<file path="config.mk">
export PLATFORM = sky130hd
export DESIGN_NAME = fdc_channel_fifo_regs
export DESIGN_NICKNAME = d
export VERILOG_FILES = /design/src/logic/fdc_channel_fifo_regs.v
export VERILOG_INCLUDE_DIRS = /design/src /design/src/logic
export SDC_FILE = /design/constraint.sdc
export NUM_CORES = 2
export LEC_CHECK = 0
export BUFFER_PORTS_ARGS = -buffer_cell sky130_fd_sc_hd__buf_2
export CAP_MARGIN = 5
export CORE_ASPECT_RATIO = 0.5
export CORE_MARGIN = 1
export CORE_UTILIZATION = 48
export CTS_CLUSTER_DIAMETER = 30
export DETAILED_ROUTE_END_ITERATION = 10
export PLACE_DENSITY = 0.61
export SYNTH_ARGS = -nofsm -noshare
export SYNTH_HDL_FRONTEND = slang
export SYNTH_MEMORY_MAX_BITS = 65536
export SYNTH_SLANG_ARGS = --single-unit
</file>
<file path="constraint.sdc">
create_clock -name ref_clk -period 15.72 [get_ports ref_clk]
set_input_delay 3.144 -clock ref_clk [delete_from_list [all_inputs] [get_ports ref_clk]]
set_output_delay 3.144 -clock ref_clk [all_outputs]
set_load 0.01 [all_outputs]
</file>
<file path="src/logic/fdc_regs.vh">
`ifndef FDC_REGS_VH
`define FDC_REGS_VH

// Register byte offsets inside the 0x3f000-based block
`define FDC_ADDR_W          18
`define FDC_OFF_IDENT       18'h3f000
`define FDC_OFF_CONFIG      18'h3f008
`define FDC_OFF_STATUS      18'h3f010
`define FDC_OFF_RXPOP       18'h3f018
`define FDC_OFF_TXBASE      18'h3f020
`define FDC_OFF_TXLAST      18'h3f098
`define FDC_OFF_IRQSTAT     18'h3f0a0
`define FDC_OFF_IRQMASK     18'h3f0a8
`define FDC_OFF_PROBE       18'h3f0b0

// Identification fields
`define FDC_ID_TYPE_HI      31
`define FDC_ID_TYPE_LO      24
`define FDC_ID_SIZE_HI      21
`define FDC_ID_SIZE_LO      16
`define FDC_ID_REV_HI       15
`define FDC_ID_REV_LO       12
`define FDC_EXTRA_BLOCKS    6'h02

// Configuration fields
`define FDC_CFG_TXDH_HI     27
`define FDC_CFG_TXDH_LO     24
`define FDC_CFG_TXIRQ_HI    19
`define FDC_CFG_TXIRQ_LO    18
`define FDC_CFG_RXIRQ_HI    17
`define FDC_CFG_RXIRQ_LO    16
`define FDC_CFG_TXDL_HI     15
`define FDC_CFG_TXDL_LO     8
`define FDC_CFG_RXD_HI      7
`define FDC_CFG_RXD_LO      0
`define FDC_IRQ_COND_RST    2'h0

// Interrupt condition codes
`define FDC_COND_NONE       2'h0
`define FDC_COND_FULL       2'h1
`define FDC_COND_NOTEMPTY   2'h2
`define FDC_COND_ALMOST     2'h3

// Status fields
`define FDC_ST_TXCL_HI      31
`define FDC_ST_TXCL_LO      24
`define FDC_ST_RXC_HI       23
`define FDC_ST_RXC_LO       16
`define FDC_ST_TXCH_HI      15
`define FDC_ST_TXCH_LO      12
`define FDC_ST_CHAN_HI      7
`define FDC_ST_CHAN_LO      4
`define FDC_ST_RXE          3
`define FDC_ST_RXF          2
`define FDC_ST_TXE          1
`define FDC_ST_TXF          0

// Sticky interrupt status bits
`define FDC_IRQ_TX          0
`define FDC_IRQ_RX          1

// AXI responses
`define FDC_RESP_OKAY       2'h0
`define FDC_RESP_SLVERR     2'h2

`endif

</file>
<file path="src/logic/fdc_channel_fifo_regs.v">
// Overview of operation
// RL1: ID bits 21:16 give extra block count
// RL2: ID revision 15:12, type 31:24, rest zero
// RL3: Two 2-bit interrupt condition fields, reset 00
// RL4: Transmit depth read-only at 27:24 and 15:8
// RL5: Receive depth read-only at 7:0
// RL6: Transmit occupancy at 31:24 and 15:12
// RL7: Receive occupancy at status 23:16
// RL8: Status 7:4 shows receive head channel
// RL9: Status bit 3 marks receive FIFO empty
// RL10: Status bit 2 marks receive FIFO full
// RL11: Status bit 1 marks transmit FIFO empty
// RL12: Status bit 0 marks transmit FIFO full
// RL13: Receive read returns head and pops it
// RL14: Software never reads empty receive FIFO
// RL15: Transmit write appends one 32-bit entry
// RL16: Channel tag from address, 8-byte steps
// RL17: Software never writes a full transmit FIFO
// RL18: Interrupt follows selected FIFO condition
// RL19: Probe side drains and fills tagged entries
//
// The AXI4-Lite register port was decided locally.
`timescale 1ns/1ps
`default_nettype none
`include "fdc_regs.vh"

module fdc_channel_fifo_regs #(
    parameter TX_AW       = 6,
    parameter RX_AW       = 6,
    parameter [7:0] TYPE_CODE = 8'h5a,  // Arbitrary identity value
    parameter [3:0] REV_CODE  = 4'h3    // Arbitrary identity value
) (
    // Clock and synchronous reset
    input  wire        ref_clk,
    input  wire        sys_rst,

    // Register bus: write address, data and response
    input  wire [17:0] s_axi_awaddr,
    input  wire        s_axi_awvalid,
    output reg         s_axi_awready,
    input  wire [31:0] s_axi_wdata,
    input  wire [3:0]  s_axi_wstrb,
    input  wire        s_axi_wvalid,
    output reg         s_axi_wready,
    output reg  [1:0]  s_axi_bresp,
    output reg         s_axi_bvalid,
    input  wire        s_axi_bready,

    // Register bus: read address and data
    input  wire [17:0] s_axi_araddr,
    input  wire        s_axi_arvalid,
    output reg         s_axi_arready,
    output reg  [31:0] s_axi_rdata,
    output reg  [1:0]  s_axi_rresp,
    output reg         s_axi_rvalid,
    input  wire        s_axi_rready,

    // Probe side: oldest transmit entry, held until taken
    output reg  [31:0] sendWord,
    output reg  [3:0]  sendChannel,
    output reg         sendValid,
    input  wire        sendReady,

    // Probe side: entries offered to the receive FIFO
    input  wire [31:0] recvWord,
    input  wire [3:0]  recvChannel,
    input  wire        recvValid,
    output reg         recvReady,

    // Level interrupt, registered
    output reg         irqOut
);
    localparam TXD = 1 << TX_AW;
    localparam RXD = 1 << RX_AW;
    // Depths as reported, sized to their register fields
    localparam [11:0] TX_DEPTH = 12'h001 << TX_AW;
    localparam [7:0]  RX_DEPTH = 8'h01 << RX_AW;

    // Storage: word plus 4-bit channel tag per entry
    reg [35:0]      txMem [0:TXD-1];
    reg [35:0]      rxMem [0:RXD-1];

    // Pointers carry one extra bit to tell full from empty
    reg [TX_AW:0]   txWp_r;
    reg [TX_AW:0]   txRp_r;
    reg [RX_AW:0]   rxWp_r;
    reg [RX_AW:0]   rxRp_r;

    // Software-visible condition, interrupt status and mask
    reg [1:0]       txCond_r;
    reg [1:0]       rxCond_r;
    reg [1:0]       irqStat_r;
    reg [1:0]       irqMask_r;

    // Write halves wait here until both have arrived
    reg [17:0]      awAddr_r;
    reg             awHave_r;
    reg [31:0]      wData_r;
    reg             wHave_r;

    // Combinational occupancy and read selection
    reg [11:0]      txCount;
    reg [7:0]       rxCount;
    reg [31:0]      rdMux;
    reg [1:0]       rdResp;

    // Flags and head of the receive FIFO
    wire            txEmpty;
    wire            txFull;
    wire            rxEmpty;
    wire            rxFull;
    wire [35:0]     rxHead;

    // Transfer strobes and decode
    wire            wrFire;
    wire            rdFire;
    wire            txPush;
    wire            rxPop;
    wire            sendTake;
    wire            recvTake;
    wire            txInRange;
    wire [17:0]     txRel;
    wire [1:0]      irqEvent;

    // Occupancy from pointer difference; the extra pointer bit tells full from empty
    always @* begin
        txCount = 12'h000;
        rxCount = 8'h00;
        // The entry parked in the send register has not left yet, so it still counts
        txCount[TX_AW:0] = txWp_r - txRp_r + {{TX_AW{1'b0}}, sendValid};  // [RL6]
        rxCount[RX_AW:0] = rxWp_r - rxRp_r;  // [RL7]
    end

    assign txEmpty = (txCount == 12'h000);
    assign txFull  = (txCount == TX_DEPTH);
    assign rxEmpty = (rxWp_r == rxRp_r);
    assign rxFull  = (rxCount == RX_DEPTH);
    assign rxHead  = rxMem[rxRp_r[RX_AW-1:0]];

    // Write channel: address and data may arrive in either order
    assign wrFire    = awHave_r && wHave_r && !s_axi_bvalid;
    assign txRel     = awAddr_r - `FDC_OFF_TXBASE;
    assign txInRange = (awAddr_r >= `FDC_OFF_TXBASE) && (awAddr_r <= `FDC_OFF_TXLAST) && (awAddr_r[2:0] == 3'h0);
    // A push to a full FIFO is dropped rather than corrupting the oldest entry
    assign txPush    = wrFire && txInRange && !txFull;  // [RL15] [RL17]
    assign rdFire    = s_axi_arvalid && s_axi_arready;
    // Popping an empty FIFO would wrap the pointers, so it is ignored
    assign rxPop     = rdFire && (s_axi_araddr == `FDC_OFF_RXPOP) && !rxEmpty;  // [RL13] [RL14]
    assign sendTake  = sendValid && sendReady;
    assign recvTake  = recvValid && recvReady;

    always @(posedge ref_clk) begin
        if (sys_rst) begin
            s_axi_awready <= 1'b0;
            s_axi_wready  <= 1'b0;
            s_axi_bvalid  <= 1'b0;
            s_axi_bresp   <= `FDC_RESP_OKAY;
            awHave_r      <= 1'b0;
            wHave_r       <= 1'b0;
            awAddr_r      <= 18'h00000;
            wData_r       <= 32'h00000000;
            txCond_r      <= `FDC_IRQ_COND_RST;
            rxCond_r      <= `FDC_IRQ_COND_RST;
            irqMask_r     <= 2'h0;
        end else begin
            s_axi_awready <= !awHave_r && !s_axi_awready;
            s_axi_wready  <= !wHave_r && !s_axi_wready;

            // Address half
            if (s_axi_awvalid && s_axi_awready) begin
                awHave_r <= 1'b1;
                awAddr_r <= s_axi_awaddr;
                s_axi_awready <= 1'b0;
            end

            // Data half
            if (s_axi_wvalid && s_axi_wready) begin
                wHave_r <= 1'b1;
                wData_r <= s_axi_wdata;
                s_axi_wready <= 1'b0;
            end

            // Both halves held: act on the register, then answer
            if (wrFire) begin
                awHave_r     <= 1'b0;
                wHave_r      <= 1'b0;
                s_axi_bvalid <= 1'b1;
                s_axi_bresp  <= `FDC_RESP_OKAY;
                if (awAddr_r == `FDC_OFF_CONFIG) begin
                    txCond_r <= wData_r[`FDC_CFG_TXIRQ_HI:`FDC_CFG_TXIRQ_LO];  // [RL3]
                    rxCond_r <= wData_r[`FDC_CFG_RXIRQ_HI:`FDC_CFG_RXIRQ_LO];  // [RL3]
                end else if (awAddr_r == `FDC_OFF_IRQMASK) begin
                    irqMask_r <= wData_r[1:0];
                end else if (!txInRange && awAddr_r != `FDC_OFF_IDENT && awAddr_r != `FDC_OFF_STATUS
                             && awAddr_r != `FDC_OFF_RXPOP && awAddr_r != `FDC_OFF_IRQSTAT) begin
                    s_axi_bresp <= `FDC_RESP_SLVERR;
                end
            end else if (s_axi_bvalid && s_axi_bready) begin
                s_axi_bvalid <= 1'b0;
            end
        end
    end

    // Transmit FIFO: software fills, probe side drains
    always @(posedge ref_clk) begin
        if (txPush) begin
            txMem[txWp_r[TX_AW-1:0]] <= {txRel[6:3], wData_r};  // [RL16]
        end
    end

    always @(posedge ref_clk) begin
        if (sys_rst) begin
            txWp_r    <= {(TX_AW+1){1'b0}};
            txRp_r    <= {(TX_AW+1){1'b0}};
            sendValid <= 1'b0;
            sendWord  <= 32'h00000000;
            sendChannel <= 4'h0;
        end else begin
            // Software push
            if (txPush) begin
                txWp_r <= txWp_r + 1'b1;  // [RL15]
            end

            // Output stage is a register, so refill only when it is free or being taken
            if (!sendValid || sendTake) begin
                if (txWp_r != txRp_r) begin
                    sendValid   <= 1'b1;  // [RL19]
                    sendWord    <= txMem[txRp_r[TX_AW-1:0]][31:0];
                    sendChannel <= txMem[txRp_r[TX_AW-1:0]][35:32];
                    txRp_r      <= txRp_r + 1'b1;
                end else begin
                    sendValid <= 1'b0;
                end
            end
        end
    end

    // Receive FIFO: probe side fills, software pops
    always @(posedge ref_clk) begin
        if (recvTake) begin
            rxMem[rxWp_r[RX_AW-1:0]] <= {recvChannel, recvWord};  // [RL19]
        end
    end

    always @(posedge ref_clk) begin
        if (sys_rst) begin
            rxWp_r    <= {(RX_AW+1){1'b0}};
            rxRp_r    <= {(RX_AW+1){1'b0}};
            recvReady <= 1'b0;
        end else begin
            // Probe push
            if (recvTake) begin
                rxWp_r <= rxWp_r + 1'b1;
            end

            // Software pop
            if (rxPop) begin
                rxRp_r <= rxRp_r + 1'b1;  // [RL13]
            end

            // Ready looks one entry ahead so a take never lands on a full FIFO
            recvReady <= (rxCount + (recvTake ? 8'h01 : 8'h00) - (rxPop ? 8'h01 : 8'h00)) < RX_DEPTH;
        end
    end

    // Read data selection
    always @* begin
        rdMux  = 32'h00000000;
        rdResp = `FDC_RESP_OKAY;
        case (s_axi_araddr)
            `FDC_OFF_IDENT: begin
                rdMux[`FDC_ID_TYPE_HI:`FDC_ID_TYPE_LO] = TYPE_CODE;         // [RL2]
                rdMux[`FDC_ID_SIZE_HI:`FDC_ID_SIZE_LO] = `FDC_EXTRA_BLOCKS; // [RL1]
                rdMux[`FDC_ID_REV_HI:`FDC_ID_REV_LO]   = REV_CODE;          // [RL2]
            end

            `FDC_OFF_CONFIG: begin
                rdMux[`FDC_CFG_TXDH_HI:`FDC_CFG_TXDH_LO]   = TX_DEPTH[11:8];  // [RL4]
                rdMux[`FDC_CFG_TXIRQ_HI:`FDC_CFG_TXIRQ_LO] = txCond_r;
                rdMux[`FDC_CFG_RXIRQ_HI:`FDC_CFG_RXIRQ_LO] = rxCond_r;
                rdMux[`FDC_CFG_TXDL_HI:`FDC_CFG_TXDL_LO]   = TX_DEPTH[7:0];   // [RL4]
                rdMux[`FDC_CFG_RXD_HI:`FDC_CFG_RXD_LO]     = RX_DEPTH;        // [RL5]
            end

            `FDC_OFF_STATUS: begin
                rdMux[`FDC_ST_TXCL_HI:`FDC_ST_TXCL_LO] = txCount[7:0];   // [RL6]
                rdMux[`FDC_ST_RXC_HI:`FDC_ST_RXC_LO]   = rxCount;        // [RL7]
                rdMux[`FDC_ST_TXCH_HI:`FDC_ST_TXCH_LO] = txCount[11:8];  // [RL6]
                // Head channel means nothing while empty; zero beats stale or unknown data
                rdMux[`FDC_ST_CHAN_HI:`FDC_ST_CHAN_LO] = rxEmpty ? 4'h0 : rxHead[35:32];  // [RL8]
                rdMux[`FDC_ST_RXE] = rxEmpty;  // [RL9]
                rdMux[`FDC_ST_RXF] = rxFull;   // [RL10]
                rdMux[`FDC_ST_TXE] = txEmpty;  // [RL11]
                rdMux[`FDC_ST_TXF] = txFull;   // [RL12]
            end

            `FDC_OFF_RXPOP: begin
                rdMux = rxHead[31:0];  // [RL13]
            end

            `FDC_OFF_IRQSTAT: begin
                rdMux[1:0] = irqStat_r;
            end

            `FDC_OFF_IRQMASK: begin
                rdMux[1:0] = irqMask_r;
            end

            default: begin
                // Transmit slots read as zero; anything else is unmapped
                if (!((s_axi_araddr >= `FDC_OFF_TXBASE) && (s_axi_araddr <= `FDC_OFF_TXLAST))) begin
                    rdResp = `FDC_RESP_SLVERR;
                end
            end
        endcase
    end

    // Read channel: one read in flight, answer one cycle after the address is taken
    always @(posedge ref_clk) begin
        if (sys_rst) begin
            s_axi_arready <= 1'b0;
            s_axi_rvalid  <= 1'b0;
            s_axi_rdata   <= 32'h00000000;
            s_axi_rresp   <= `FDC_RESP_OKAY;
        end else begin
            // One address per answer; the slot right after a take stays closed
            s_axi_arready <= !s_axi_rvalid && !s_axi_arready && !rdFire;

            if (rdFire) begin
                s_axi_rvalid  <= 1'b1;
                s_axi_rdata   <= rdMux;
                s_axi_rresp   <= rdResp;
                s_axi_arready <= 1'b0;
            end else if (s_axi_rvalid && s_axi_rready) begin
                s_axi_rvalid <= 1'b0;
            end
        end
    end

    // Condition per FIFO, chosen by its condition field
    function cond_true;
        input [1:0] sel;
        input       full;
        input       empty;
        input [11:0] cnt;
        input [11:0] depth;
        begin
            case (sel)
                `FDC_COND_FULL:     cond_true = full;
                `FDC_COND_NOTEMPTY: cond_true = !empty;
                `FDC_COND_ALMOST:   cond_true = (cnt + 12'h001) >= depth;
                default:            cond_true = 1'b0;
            endcase
        end
    endfunction

    assign irqEvent[`FDC_IRQ_TX] = cond_true(txCond_r, txFull, txEmpty, txCount, TX_DEPTH);  // [RL18]
    assign irqEvent[`FDC_IRQ_RX] = cond_true(rxCond_r, rxFull, rxEmpty, {4'h0, rxCount}, {4'h0, RX_DEPTH});  // [RL18]

    // Sticky status: a live condition wins over the read that clears it
    always @(posedge ref_clk) begin
        if (sys_rst) begin
            irqStat_r <= 2'h0;
            irqOut    <= 1'b0;
        end else begin
            if (rdFire && s_axi_araddr == `FDC_OFF_IRQSTAT) begin
                irqStat_r <= irqEvent;
            end else begin
                irqStat_r <= irqStat_r | irqEvent;  // [RL18]
            end

            // Live condition included so the pin does not lag the status bit
            irqOut <= |((irqStat_r | irqEvent) & irqMask_r);
        end
    end
endmodule
`default_nettype wire

</file>
==> impl_metrics.ini <==
[status]
status = finished, final reports clean

[setup_path]
critPathLaunchType = register
rr_endpoint = txMem[50][33]
cp.arrival_ns = 6.87
required_ns = 16.31
reg2reg_depth = 13
end_kind = register
worstReg2RegStart = txRp_r[2]
path_max_fanout = 46
crit_type = reg2reg
rrSetupSlack_ns = 9.45

[clock_tree]
post_cts_buffers = 0
cts_root_buffer = clkbuf_16
htree_levels = 6
cts_buffer_depth = 4
cts_tree = built
cts_made_buffers = 581
clkLatencyLatePin_ns = 0.97
cts.clk_slew.worst_paths_ns = 0.06
cts.sinks = 4780
cts_hold_buf = 0
cts.repair.resized = 0

[synth]
yosys_warnings = 0
ys_types = 67
syn_inst = 8062
ys_async_sr_fraction_pct = 0
ys_seq_area_share_pct = 77.6
synth_flop_cell = edfxtp_1
synth_xor_area_share_pct = 0.144
syn_area_um2 = 183000
ys_seq_elements = 4780
synth_mux_area_share_pct = 17.2
synth_edf_count = 4608
yosys.area_share.adder_pct = 0.275
synth_compound_area_share_pct = 1.84
synth_top_family_by_area = multiplexers
synth.avg_cell_area_um2 = 22.7
synth-simple-area-share_pct = 1.68

[grt]
grtUsageMet1_pct = 35.3
gr-total-overflow = 0
use_met2_pct = 40.3
grt_max_degree = 124
use_met3_pct = 4.38
grt_util_all_layers_pct = 25.0
grt_pass1_vias = 88500
grt_pass1_wl_mm = 677
antenna_found_initial = 26
top_usage_layer = met2

[hold_path]
min_to = s_axi_arready
whs_path_depth = 1
hold_path.startpoint = s_axi_rvalid
hold_path.class = reg2reg

[pwr]
switchingPower_w = 0.00651
p_leak_nw = 65.5
combPwrFrac_pct = 6.1
power_w = 0.0295
p_int_w = 0.0230
ir_drop_v = 0.000107
power_density_nw_per_um2 = 140
swShare_pct = 22.1
clkPwrFrac_pct = 46.1
seq_power_share_pct = 47.7

[floorplanning]
initial_core_util_pct = 48.5
die_w_um = 874
io-pin-count = 197
core-area_um2 = 377000
fp.dieArea_um2 = 383000
die_h_um = 438
rows = 159

[drt]
viasPerCell = 6.24
drt-wirelength-per-cell_um = 34.0
first_pass_iters = 6
via_count = 88600
drtIter0Drc = 10900
ant_nets = 0
drc = 0
routed_wl_mm = 483

[placement]
hpwl_mm = 260
gp_congestion = 0.833
dp.cells = 13100
pre_cts_ws_ns = 8.85
io_buffers = 190

[finish]
syn_to_final_growth_pct = 15.3
fin_nets = 8802
nFillCells = 27700
layout_common_cells = 4608 x edfxtp_1, 1319 x mux4_2, 598 x clkbuf_16
fin_cells = 14200
drive_gt1_share_pct = 32.0
final_common_cell = edfxtp_1

[timing]
hold_viol = 0
fin_skew_ns = 0.0596
fin_setup_tns_ns = 0
max_clock_freq_mhz = 159
setup_viol = 0
fin_crit_sh_pct = 39.9
grt_setup_unrepaired = false
worstMarginPinSlew_ns = 1.32
fin_ws_ns = 9.45
slew_headroom_pct = 11.3
period_minus_slack_ns = 6.27
slew_viol_final = 0
holdWs_ns = 0.441

[job]
drv_cap = 0
stage by stage:
step	util, %	cell area [um^2]
2_1_floorplan	-	183000
3_3_place_gp	50.7	191000
3_5_place_dp	50.7	191000
4_1_cts	55.9	211000
5_1_grt	55.9	211000
6_report	55.9	211000
power by group through the flow:
stage | Combinational (W) | Clock [W] | Sequential [W]
floorplan | 0.00126 | 0 | 0.0143
global placement | 0.00182 | 0 | 0.0143
detailed placement | 0.00184 | 0 | 0.0143
CTS | 0.00184 | 0.0138 | 0.0141
global route | 0.00194 | 0.0143 | 0.0141
finish | 0.00181 | 0.0136 | 0.0141
layer usage:
| metal | wire [um] | vias up |
|---|---|---|
| li1 | - | 35600 |
| met1 | 195000 | 48200 |
| met2 | 234000 | 4023 |
| met3 | 38000 | 799 |
| met4 | 16200 | 4 |
| met5 | 25 | - |
flip-flops by register name, indices dropped and copies added, names as in the netlist, 18 cells and up, named ones only:
register,count
awAddr_r,18
rxMem,2304
s_axi_rdata,32
sendWord,32
txMem,2304
wData_r,32
critical path: stages (launching register included):
cell,delay [ns]
dfxtp_4,0.99
inv_2,0.03
buf_4,0.36
ha_1,0.42
ha_1,0.33
nor2b_1,0.15
o21a_1,0.18
o21ai_0,0.27
a2111oi_0,0.20
nand4b_1,0.31
nand2_1,0.25
or4_1,0.89
nor2_4,0.88
buf_4,0.54
worst max path at each step:
stage	start	cells after the start	end
floorplan	s_axi_araddr[9]	15	recvReady
global placement	s_axi_araddr[1]	17	recvReady
detailed placement	s_axi_araddr[1]	17	recvReady
CTS	txRp_r[2]	13	txMem[50][33]
global route	txRp_r[2]	13	txMem[50][33]
finish	txRp_r[2]	13	txMem[50][33]
Yosys cell counts, types with 4 or more instances:
library cell,number,area [um^2]
a31oi_1,8,50.1
and2_1,9,56.3
nand2b_1,8,50.1
nand3_1,35,175
a221oi_1,53,464
buf_4,31,233
buf_1,63,236
nor3_1,28,140
nor2b_1,15,93.8
dfxtp_1,172,3440
o221ai_1,25,219
o22ai_1,19,119
o21ai_1,6,30.0
a21oi_1,141,706
a21o_1,9,67.6
clkbuf_1,210,788
or3_1,11,68.8
mux2_2,17,191
o211ai_1,8,60.1
o2111ai_1,4,35.0
o21ai_0,162,811
inv_1,44,165
edfxtp_1,4608,138000
or2_2,5,31.3
nor4_1,13,81.3
or4_1,9,67.6
mux4_2,1319,29700
xor2_1,11,96.3
xnor2_1,19,166
nand4b_1,4,35.0
nand4_1,22,138
o221a_2,8,90.1
buf_6,10,113
nand2_1,266,998
nor2_1,260,976
a211oi_1,43,323
a22oi_1,16,120
buf_2,119,596
nor3b_1,4,30.0
nand3b_1,4,30.0
ha_1,37,463
mux2i_1,160,1600
layout make-up:
type / instances / area (um^2) / area share [%]
well taps: 5071 / 6340 / 3.01
clock inverters: 397 / 4360 / 2.07
diodes: 12 / 30.0 / 0.0143
inverters: 48 / 194 / 0.0921
repair buffers: 433 / 2880 / 1.37
clock buffers: 658 / 15200 / 7.24
multi-input cells: 2802 / 39700 / 18.8
flip-flops and latches: 4780 / 142000 / 67.4
cells by family (layout without fill, tap and decap cells):
group / after synthesis / after routing
DFF: 4780 / 4780
adders and majority gates: 39 / 39
and+or+nand+nor: 703 / 703
muxes: 1496 / 1496
other: 1 / 14
buffers and inverters: 481 / 1536
xor gates and xnor gates: 30 / 30
AOI/OAI and AO/OA: 532 / 532
Note: power is estimated with default switching activity, not from simulation.
